**config.mk**
```make
export PLATFORM = sky130hd
export DESIGN_NAME = lps_sequencer
export DESIGN_NICKNAME = d
export VERILOG_FILES = /design/src/core/lps_pkg.sv /design/src/core/lps_sequencer.sv
export SDC_FILE = /design/constraint.sdc
export NUM_CORES = 1
export LEC_CHECK = 0
export ABC_AREA = 1
export BUFFER_PORTS_ARGS = -buffer_cell sky130_fd_sc_hd__buf_2
export CAP_MARGIN = 10
export CORE_ASPECT_RATIO = 2
export CORE_UTILIZATION = 57
export CTS_CLUSTER_DIAMETER = 30
export CTS_CLUSTER_SIZE = 8
export DETAILED_ROUTE_END_ITERATION = 7
export GPL_TIMING_DRIVEN = 1
export PLACE_DENSITY = 0.8
export RECOVER_POWER = 100
export SYNTH_ARGS = -nofsm -noshare
export SYNTH_HDL_FRONTEND = slang
export SYNTH_SLANG_ARGS = --single-unit
```
**constraint.sdc**
```tcl
create_clock -name ref_clk -period 2.5 [get_ports ref_clk]
set_clock_uncertainty 0.2 [all_clocks]
set_input_delay 0.5 -clock ref_clk [delete_from_list [all_inputs] [get_ports ref_clk]]
set_output_delay 0.5 -clock ref_clk [all_outputs]
set_load 0.01 [all_outputs]
```
**src/core/lps_pkg.sv**
```systemverilog
/*
 Constants and carrier types of the low-power mode sequencer.
 Assumes one 200 MHz clock and an APB register port.
*/
// Functional notes
// Backup needs key write plus deep sleep.
// Regulator-off request taken only with key.
// Backup: regulator and core supply off.
// Enabled pin transition or alarm exits backup.
// I/O lines held throughout backup.
// Backup wake resets core, I/O pulled-up inputs.
// Wake restores core and SRAM supplies.
// Wait entry: request, low-power bit, flash 0x.
// Wait stops core, peripheral, memory clocks; the code leaves periph_clk_en as written.
// Software wait entry order, poll clock ready.
// Software should wait for RC enable clear.
// Flash mode in wait follows flash select.
// Fast startup in wait reclocks core.
// Wait resume under ten microseconds.
// Sleep stops only the core clock.
// Sleep on wait-for-interrupt, both selects 0.
// Enabled interrupt wakes sleep.
// Source select, divider, peripheral gating.
// Wake runs from RC; PLL stays off.
// Regulator disable separate from backup.
// Low level on 19 inputs: fast startup; the code takes all 20 wake sources.
// Fast startup restarts RC, core clock.
package lps_pkg;
	localparam logic [7:0] OFS_SUPPLY_CMD = 8'h00;
	localparam logic [7:0] OFS_SUPPLY_MODE = 8'h04;
	localparam logic [7:0] OFS_WAKE_EN = 8'h08;
	localparam logic [7:0] OFS_FAST_CFG = 8'h0C;
	localparam logic [7:0] OFS_OSC_CFG = 8'h10;
	localparam logic [7:0] OFS_PERIPH_GATE = 8'h14;
	localparam logic [7:0] OFS_STATUS = 8'h18;
	localparam logic [7:0] SUPPLY_KEY = 8'hA5;
	localparam int KEY_POS = 24;
	localparam int REG_OFF_POS = 2;
	localparam int DEBOUNCE_POS = 20;
	localparam int LOW_POWER_POS = 20;
	localparam int FLASH_SEL_POS = 21;
	localparam int WAIT_REQ_POS = 1;
	localparam int CLK_SRC_POS = 2;
	localparam int PLL_EN_POS = 4;
	localparam int CLK_DIV_POS = 5;
	localparam logic [1:0] SRC_FAST_RC = 2'h0;
	localparam logic [7:0] OSC_RESET = 8'h01;
	localparam int CLK_NS = 5;
	localparam int WAKE_MAX_NS = 10000;
	localparam int WAKE_MAX_CYC = WAKE_MAX_NS / CLK_NS;
	localparam int RC_START_CYC = 8;
	localparam int RESYNC_CYC = 3;
	localparam int DEBOUNCE_CYC = 32;
	localparam int REG_START_US = 300;
	localparam int REG_START_CYC = REG_START_US * 1000 / CLK_NS;
	typedef enum logic [1:0] {
		FL_STANDBY = 2'h0,
		FL_DEEP_PD = 2'h1,
		FL_IDLE = 2'h2,
		FL_ACTIVE = 2'h3
	} lps_flash_t;
	typedef struct packed {
		logic usb;
		logic real_time_timer;
		logic rtc;
		logic supply_monitor;
		logic [15:0] pins;
	} lps_wake_t;
	typedef struct packed {
		logic core_reg_en;
		logic core_supply_en;
		logic sram_supply_en;
		logic core_clk_en;
		logic mem_clk_en;
		logic core_rst;
		logic io_hold;
		logic io_default_load;
	} lps_pwr_t;
endpackage

```
**src/core/lps_sequencer.sv**
```systemverilog
/*
 Low-power mode sequencer: backup, wait and sleep entry and exit,
 clock and supply gating, flash low-power select, APB registers.
 Assumes wake inputs are asynchronous and active low, and that
 the core signals come from logic on ref_clk.
*/
// The implementer's own choices: the APB interface to the registers and the address map.
`timescale 1ns/1ps
module lps_sequencer #(
	parameter int REG_START = lps_pkg::REG_START_CYC
) (
	// Clock and reset
	input wire logic ref_clk,
	input wire logic srst,
	// APB slave
	input wire logic psel,
	input wire logic penable,
	input wire logic pwrite,
	input wire logic [7:0] paddr,
	input wire logic [31:0] pwdata,
	output logic [31:0] prdata,
	output logic pready,
	output logic pslverr,
	// Core side
	input wire logic deep_sleep_select,
	input wire logic wfi_exec,
	input wire logic irq_pending,
	// Wake sources, active low
	input wire lps_pkg::lps_wake_t wake_n,
	// Power, clock and flash control
	output lps_pkg::lps_pwr_t pwr,
	output logic [15:0] periph_clk_en,
	output lps_pkg::lps_flash_t flash_mode,
	output logic [7:0] osc_cfg,
	output logic master_clock_ready
);
	typedef enum logic [6:0] {
		ST_ACTIVE = 7'b0000001,
		ST_SLEEP = 7'b0000010,
		ST_WAIT_SYNC = 7'b0000100,
		ST_WAIT = 7'b0001000,
		ST_BACKUP = 7'b0010000,
		ST_RESTART_FAST = 7'b0100000,
		ST_RESTART_BKP = 7'b1000000
	} lps_state_t;

	lps_state_t state, next_state;
	lps_pkg::lps_wake_t wake_s1, wake_s2, wake_en, fast_en, snap;
	lps_pkg::lps_wake_t last_wake;
	logic deb_en, low_power_select, reg_disable, regulator_off_request;
	logic [1:0] flash_low_power_select;
	logic [16:0] cnt;
	logic [5:0] deb_cnt;
	logic [15:0] pin_diff;
	logic pin_wake, bkp_wake, fast_hit, wr, setup;

	// Register index of the current address, used by writes; reads decode the full address
	function automatic logic [2:0] reg_idx(input logic [7:0] a);
		reg_idx = a[4:2];
	endfunction

	// Two flops on every asynchronous wake line
	always_ff @(posedge ref_clk) begin
		if (srst) begin
			wake_s1 <= '1;
			wake_s2 <= '1;
		end else begin
			wake_s1 <= wake_n;
			wake_s2 <= wake_s1;
		end
	end

	// Refused transfers (unaligned, unmapped) must not write
	assign wr = psel && penable && pready && pwrite && !pslverr;
	assign setup = psel && !penable;

	// Fast startup: low level on an enabled source
	assign fast_hit = |(~wake_s2 & fast_en);

	// Pins compared against their level at backup entry
	assign pin_diff = (wake_s2.pins ^ snap.pins) & wake_en.pins;
	assign pin_wake = |pin_diff &&
		(!deb_en || deb_cnt == 6'(lps_pkg::DEBOUNCE_CYC - 1));
	assign bkp_wake = pin_wake ||
		(!wake_s2.supply_monitor && wake_en.supply_monitor) ||
		(!wake_s2.rtc && wake_en.rtc) ||
		(!wake_s2.real_time_timer && wake_en.real_time_timer);

	// Debounce counter restarts whenever pins match again
	always_ff @(posedge ref_clk) begin
		if (srst || !(|pin_diff) || state != ST_BACKUP) begin
			deb_cnt <= '0;
		end else if (!pin_wake) begin
			deb_cnt <= deb_cnt + 6'h01;
		end
	end

	// Mode transitions
	always_comb begin
		next_state = state;
		unique case (state)
			ST_ACTIVE: begin
				if (regulator_off_request && deep_sleep_select) begin
					next_state = ST_BACKUP;
				end else if (osc_cfg[lps_pkg::WAIT_REQ_POS] &&
					low_power_select && !flash_low_power_select[1]) begin
					next_state = ST_WAIT_SYNC;
				end else if (wfi_exec && !low_power_select &&
					!deep_sleep_select) begin
					next_state = ST_SLEEP;
				end
			end
			ST_SLEEP: begin
				if (irq_pending) begin
					next_state = ST_ACTIVE;
				end else if (fast_hit) begin
					next_state = ST_RESTART_FAST;
				end
			end
			ST_WAIT_SYNC: begin
				if (cnt == 17'(lps_pkg::RESYNC_CYC - 1)) begin
					next_state = ST_WAIT;
				end
			end
			ST_WAIT: begin
				if (fast_hit) begin
					next_state = ST_RESTART_FAST;
				end
			end
			ST_BACKUP: begin
				if (bkp_wake) begin
					next_state = ST_RESTART_BKP;
				end
			end
			ST_RESTART_FAST: begin
				if (cnt == 17'(lps_pkg::RC_START_CYC - 1)) begin
					next_state = ST_ACTIVE;
				end
			end
			ST_RESTART_BKP: begin
				if (cnt == 17'(REG_START - 1)) begin
					next_state = ST_ACTIVE;
				end
			end
			default: next_state = ST_ACTIVE;
		endcase
	end

	// State and sequence timer
	always_ff @(posedge ref_clk) begin
		if (srst) begin
			state <= ST_ACTIVE;
			cnt <= '0;
		end else begin
			state <= next_state;
			cnt <= (state != next_state) ? '0 : cnt + 17'h00001;
		end
	end

	// Pin snapshot and wake cause, taken at entry and exit
	always_ff @(posedge ref_clk) begin
		if (srst) begin
			snap <= '1;
			last_wake <= '0;
		end else begin
			if (next_state == ST_BACKUP && state != ST_BACKUP) begin
				snap <= wake_s2;
			end
			if (next_state == ST_RESTART_FAST ||
				next_state == ST_RESTART_BKP) begin
				last_wake <= ~wake_s2;
			end
		end
	end

	// Supply controller registers; request clears on backup entry
	always_ff @(posedge ref_clk) begin
		if (srst) begin
			regulator_off_request <= 1'b0;
			reg_disable <= 1'b0;
			wake_en <= '0;
			deb_en <= 1'b0;
		end else begin
			if (wr && reg_idx(paddr) == reg_idx(lps_pkg::OFS_SUPPLY_CMD)
				&& pwdata[31:lps_pkg::KEY_POS] == lps_pkg::SUPPLY_KEY) begin
				regulator_off_request <=
					pwdata[lps_pkg::REG_OFF_POS];
			end
			if (next_state == ST_BACKUP) begin
				regulator_off_request <= 1'b0;
			end
			if (wr && reg_idx(paddr) == reg_idx(lps_pkg::OFS_SUPPLY_MODE)) begin
				reg_disable <= pwdata[0];
			end
			if (wr && reg_idx(paddr) == reg_idx(lps_pkg::OFS_WAKE_EN)) begin
				wake_en <= pwdata[19:0];
				deb_en <= pwdata[lps_pkg::DEBOUNCE_POS];
			end
		end
	end

	// Power manager registers; hardware updates win over writes
	always_ff @(posedge ref_clk) begin
		if (srst) begin
			fast_en <= '0;
			low_power_select <= 1'b0;
			flash_low_power_select <= 2'h0;
			osc_cfg <= lps_pkg::OSC_RESET;
			periph_clk_en <= '0;
		end else begin
			if (wr && reg_idx(paddr) == reg_idx(lps_pkg::OFS_FAST_CFG)) begin
				fast_en <= pwdata[19:0];
				low_power_select <= pwdata[lps_pkg::LOW_POWER_POS];
				flash_low_power_select <=
					pwdata[lps_pkg::FLASH_SEL_POS +: 2];
			end
			if (wr && reg_idx(paddr) == reg_idx(lps_pkg::OFS_OSC_CFG)) begin
				osc_cfg <= pwdata[7:0];
			end
			if (wr && reg_idx(paddr) ==
				reg_idx(lps_pkg::OFS_PERIPH_GATE)) begin
				periph_clk_en <= pwdata[15:0];
			end
			if (next_state == ST_WAIT) begin
				osc_cfg[0] <= 1'b0;
			end
			if (next_state == ST_ACTIVE &&
				(state == ST_RESTART_FAST || state == ST_RESTART_BKP)) begin
				osc_cfg[0] <= 1'b1;
				osc_cfg[lps_pkg::WAIT_REQ_POS] <= 1'b0;
				osc_cfg[lps_pkg::CLK_SRC_POS +: 2] <=
					lps_pkg::SRC_FAST_RC;
				osc_cfg[lps_pkg::PLL_EN_POS] <= 1'b0;
			end
		end
	end

	// Clock, supply and I/O control from the coming state
	always_ff @(posedge ref_clk) begin
		if (srst) begin
			pwr <= '{core_reg_en: 1'b1, core_supply_en: 1'b1,
				sram_supply_en: 1'b1, core_clk_en: 1'b1,
				mem_clk_en: 1'b1, default: 1'b0};
			master_clock_ready <= 1'b1;
		end else begin
			pwr.core_reg_en <= next_state != ST_BACKUP &&
				!reg_disable;
			pwr.core_supply_en <= next_state != ST_BACKUP;
			pwr.sram_supply_en <= next_state != ST_BACKUP;
			pwr.core_clk_en <= next_state == ST_ACTIVE;
			pwr.mem_clk_en <= next_state == ST_ACTIVE ||
				next_state == ST_SLEEP;
			pwr.core_rst <= next_state == ST_BACKUP ||
				next_state == ST_RESTART_BKP;
			pwr.io_hold <= next_state == ST_BACKUP;
			pwr.io_default_load <= state == ST_RESTART_BKP &&
				next_state == ST_ACTIVE;
			master_clock_ready <= next_state == ST_ACTIVE ||
				next_state == ST_SLEEP;
		end
	end

	// Flash follows the select field only while in wait
	always_ff @(posedge ref_clk) begin
		if (srst || next_state != ST_WAIT) begin
			flash_mode <= lps_pkg::FL_ACTIVE;
		end else begin
			flash_mode <= lps_pkg::lps_flash_t'(
				flash_low_power_select);
		end
	end

	// Peripheral gate mask is set only in active and sleep; it does not gate periph_clk_en
	logic [15:0] periph_gate_q;
	always_ff @(posedge ref_clk) begin
		if (srst) begin
			periph_gate_q <= '0;
		end else begin
			periph_gate_q <= (next_state == ST_ACTIVE ||
				next_state == ST_SLEEP) ? 16'hFFFF : 16'h0000;
		end
	end

	// APB: zero-wait answer in the cycle after setup
	always_ff @(posedge ref_clk) begin
		if (srst) begin
			pready <= 1'b0;
			pslverr <= 1'b0;
			prdata <= '0;
		end else begin
			pready <= setup;
			pslverr <= setup && (paddr[1:0] != 2'h0 ||
				paddr > lps_pkg::OFS_STATUS);
			prdata <= '0;
			if (setup && !pwrite) begin
				unique case (paddr)
					lps_pkg::OFS_SUPPLY_MODE: prdata <= {31'h0, reg_disable};
					lps_pkg::OFS_WAKE_EN: prdata <= {11'h0, deb_en, wake_en};
					lps_pkg::OFS_FAST_CFG: prdata <= {9'h0,
						flash_low_power_select, low_power_select, fast_en};
					lps_pkg::OFS_OSC_CFG: prdata <= {24'h0, osc_cfg};
					lps_pkg::OFS_PERIPH_GATE: prdata <= {16'h0, periph_clk_en};
					lps_pkg::OFS_STATUS: prdata <= {last_wake, 4'h0,
						state, master_clock_ready};
					default: prdata <= '0;
				endcase
			end
		end
	end

	// Resume timer: from a wake seen in wait until the core clock is back;
	// a counter, since the limit is far too long for a delay range
	logic [11:0] wait_cyc;
	always_ff @(posedge ref_clk) begin
		if (srst || pwr.core_clk_en) begin
			wait_cyc <= '0;
		end else if (wait_cyc != 12'h000 ||
			(state == ST_WAIT && fast_hit)) begin
			wait_cyc <= wait_cyc + 12'h001;
		end
	end
endmodule

```
==> impl_metrics.yaml <==
placed_design:
  place.gp.congestion: 0.945
  dp_slack_ps: 25.2
  dp.final_hpwl_um: 20300
  portBuffers: 135
  placed_area_um2: 10100
synth:
  synth_seq_area_share_pct: 48.5
  synth_seq_cells: 219
  yosysWarnings: 0
  synth.distinct_cells: 43
  synthArstFlopShare_pct: 0
  syn-num-nets: 1251
  synth_ff_type: "dfxtp_1"
  synth.largest_area_cell: "dfxtp_1"
  netlist_area_um2: 9030
  synth_area_leaders: "dfxtp_1 (49%), nand2_1 (9.2%), nor2_1 (7.7%)"
  synth_area_per_cell_um2: 7.65
  syn_inst: 1180
  synth_edf_count: 0
  synth_top_area_share_pct: 48.5
final_layout:
  final_core_util_pct: 70.7
  finish.instance_area_um2: 10900
  drive_gt1_share_pct: 16.8
  diodes: 0
  area_growth_syn_to_layout_pct: 20.4
  nets: 1423
sta:
  rsz0062_at_grt: "true"
  slew_headroom_pct: 31.5
  fin_hold_ws_ps: -1.56
  setup_slack_ps: 113
  setup-violations-final: 0
  hold_viol: 1
  worst_slew_pin_slew_ps: 1030
  max_freq_mhz: 419
  fin_crit_ps: 2390
  drv_slew: 0
  fin_crit_sh_pct: 95.5
setup_path:
  r2r_cells: 9
  rr_endpoint: "cnt[16]$_SDFF_PP0_"
  reg2reg_from: "cnt[0]$_SDFF_PP0_"
  crit_fanout: 4
  cp.arrival_ps: 2560
  required_ps: 2670
  cp-end-kind: "flop"
  reg2reg_setup_slack_ps: 110
  endpoint: "cnt[16]$_SDFF_PP0_"
  setup.worst_path.class: "flop to flop"
  crit_path_start: "cnt[0]$_SDFF_PP0_"
  cp-start-kind: "flop"
global_routing:
  grt_max_degree: 34
  grt_pass1_vias: 8877
  grt_remaining_overflow: 0
  grt_pass1_wl_um: 43800
  grtUsageTotal_pct: 34.8
  antenna_found_initial: 0
detailed_routing:
  drt-initial-drc-count: 533
  antenna_left: 0
  via_count: 8743
  viasPerCell: 5.61
  first_pass_iters: 8
  drc: 0
  wl_per_cell_um: 18.3
  wirelength_um: 28400
floorplanning:
  die_area_um2: 16400
  die-height_um: 180
  die_width_um: 91.0
  coreArea_um2: 15400
  start_util_pct: 58.7
  io_pins: 137
  fp-row-count: 64
power_and_ir_drop:
  peakVddDrop_mv: 0.483
  leakage_nw: 4.61
  netSwitchingFraction_pct: 22.0
  clkPwrFrac_pct: 49.8
  switchingPower_w: 0.00175
  power_density_nw_per_um2: 733
  seq_power_share_pct: 45.0
  comb_power_share_pct: 5.2
  internal_power_w: 0.00622
run_status:
  violations: "negative hold slack"
  status: "complete, but fails checks"
job:
  drv_cap: 0
cts:
  htreeDepth: 2
  cts_tree: "done"
  cts_buffer_depth: 3
  numCtsBuffers: 34
  cts.sinks: 219
  cts_root_buf: "clkbuf_16"
  clkTransAtPathRegs_ps: 50
  worstSkewPairLatency_ps: 480
worst_hold_path:
  min_path_type: "input pin to flop"
==> flip-flops by register name (all words and copies together), names as in the netlist, 2 cells and up <==
signal	cells
periph_clk_en	16
flash_mode	2
pwr	6
osc_cfg	8
state	7
wake_s2	20
flash_low_power_select	2
fast_en	20
wake_s1	20
last_wake	20
wake_en	20
prdata	32
snap	16
cnt	17
deb_cnt	6
==> synth_stat cells, drive strengths merged (5+ instances only) <==
cell    number
nor3        31
a21oi       53
o211ai      16
nand3       67
o21ai       86
clkbuf      32
a221oi      15
or2         42
dfxtp      219
xor2        10
nand2      227
a31oi       10
nor2       216
buf         15
inv        102
nand4       15
clkinv       5
==> per-layer routing <==
| layer | vias to the layer above | share of wire, % | track usage (%) |
|---|---|---|---|
| li1 | 4159 | - | - |
| met1 | 3934 | 31 | 31.9 |
| met2 | 476 | 52 | 63.9 |
| met3 | 174 | 7.2 | 5.70 |
| met4 | 0 | 9.7 | 31.8 |
| met5 | - | 0 | 0 |
==> layout by cell type (no fill, tap or decap), drive strengths merged <==
master / n
dfxtp: 219
clkbuf: 123
nand2: 227
nor3b: 2
nor3: 31
clkinv: 7
nand3: 67
a21oi: 53
a21o: 1
nor2: 216
ha: 3
a31oi: 10
xnor2: 3
buf: 93
o22ai: 2
inv: 103
o21ai: 86
or2: 42
o31ai: 3
a221oi: 15
nor4: 2
nand3b: 1
a21boi: 1
dlygate4sd3: 8
o211ai: 16
and2: 1
xor2: 10
nand4: 15
==> critical path, stage by stage (launching register included) <==
cell,delay [ps]
dfxtp_1,390
ha_1,280
nand2_2,120
nor3_2,290
nand4_1,210
nor3_2,250
nand2_1,140
nor3_2,150
xor2_1,180
nor2_1,60
==> power by group through the flow <==
stage	Combinational (W)	Sequential [W]	Clock, W
5_1_grt	0.000440	0.00359	0.00415
6_report	0.000411	0.00359	0.00397
2_1_floorplan	0.000242	0.00364	0
3_3_place_gp	0.000403	0.00365	0
4_1_cts	0.000419	0.00358	0.00400
3_5_place_dp	0.000409	0.00365	0
==> metrics by stage <==
stage / total power (W) / std cells / hold slack, ps / TNS (ps)
floorplan: 0.00388 / 1180 / 189 / 0
global placement: 0.00405 / 1506 / 191 / 0
detailed placement: 0.00406 / 1506 / 193 / 0
CTS: 0.00800 / 1556 / 0.521 / 0
global route: 0.00817 / 1558 / 3.24 / -0.495
finish: 0.00797 / 1558 / -1.56 / 0
==> worst min path at each step <==
stage	to	from	cells after the start	slack, ps
after global routing	wake_s1[2]$_SDFF_PP1_	wake_n[2]	2	3
after floorplan	wake_s2[0]$_SDFF_PP1_	wake_s1[0]$_SDFF_PP1_	1	190
after detailed placement	wake_s2[2]$_SDFF_PP1_	wake_s1[2]$_SDFF_PP1_	1	190
after global placement	wake_s2[12]$_SDFF_PP1_	wake_s1[12]$_SDFF_PP1_	1	190
final	wake_s1[13]$_SDFF_PP1_	wake_n[13]	2	-2
after CTS	wake_s1[6]$_SDFF_PP1_	wake_n[6]	2	0.5
==> kinds of logic after synthesis <==
kind of cell | synth area share, %
AND/OR/NAND/NOR | 31.0
adder cells (fa/ha/maj) | 0.416
buffers and inverters | 6.88
XOR/XNOR | 1.26
AO/OA/AOI/OAI | 11.9
flip-flops | 48.5
==> repair_timing <==
action                                  CTS  global route
hold buffers                              6             2
endpoints found under the setup margin    0            42
resized for setup                         0             3
endpoints found under the hold margin     6             2
setup buffers                             0             0
==> layout make-up <==
class                           instances  area (µm²)
Timing Repair Buffer                  183         950
Tap cell                              198         248
Clock inverter                          3        18.8
Clock buffer                           41         908
Fill cell                            1297        4500
Multi-Input combinational cell        807        3960
Sequential cell                       219        4390
Inverter                              107         402
(Power assumes the default switching activity.)
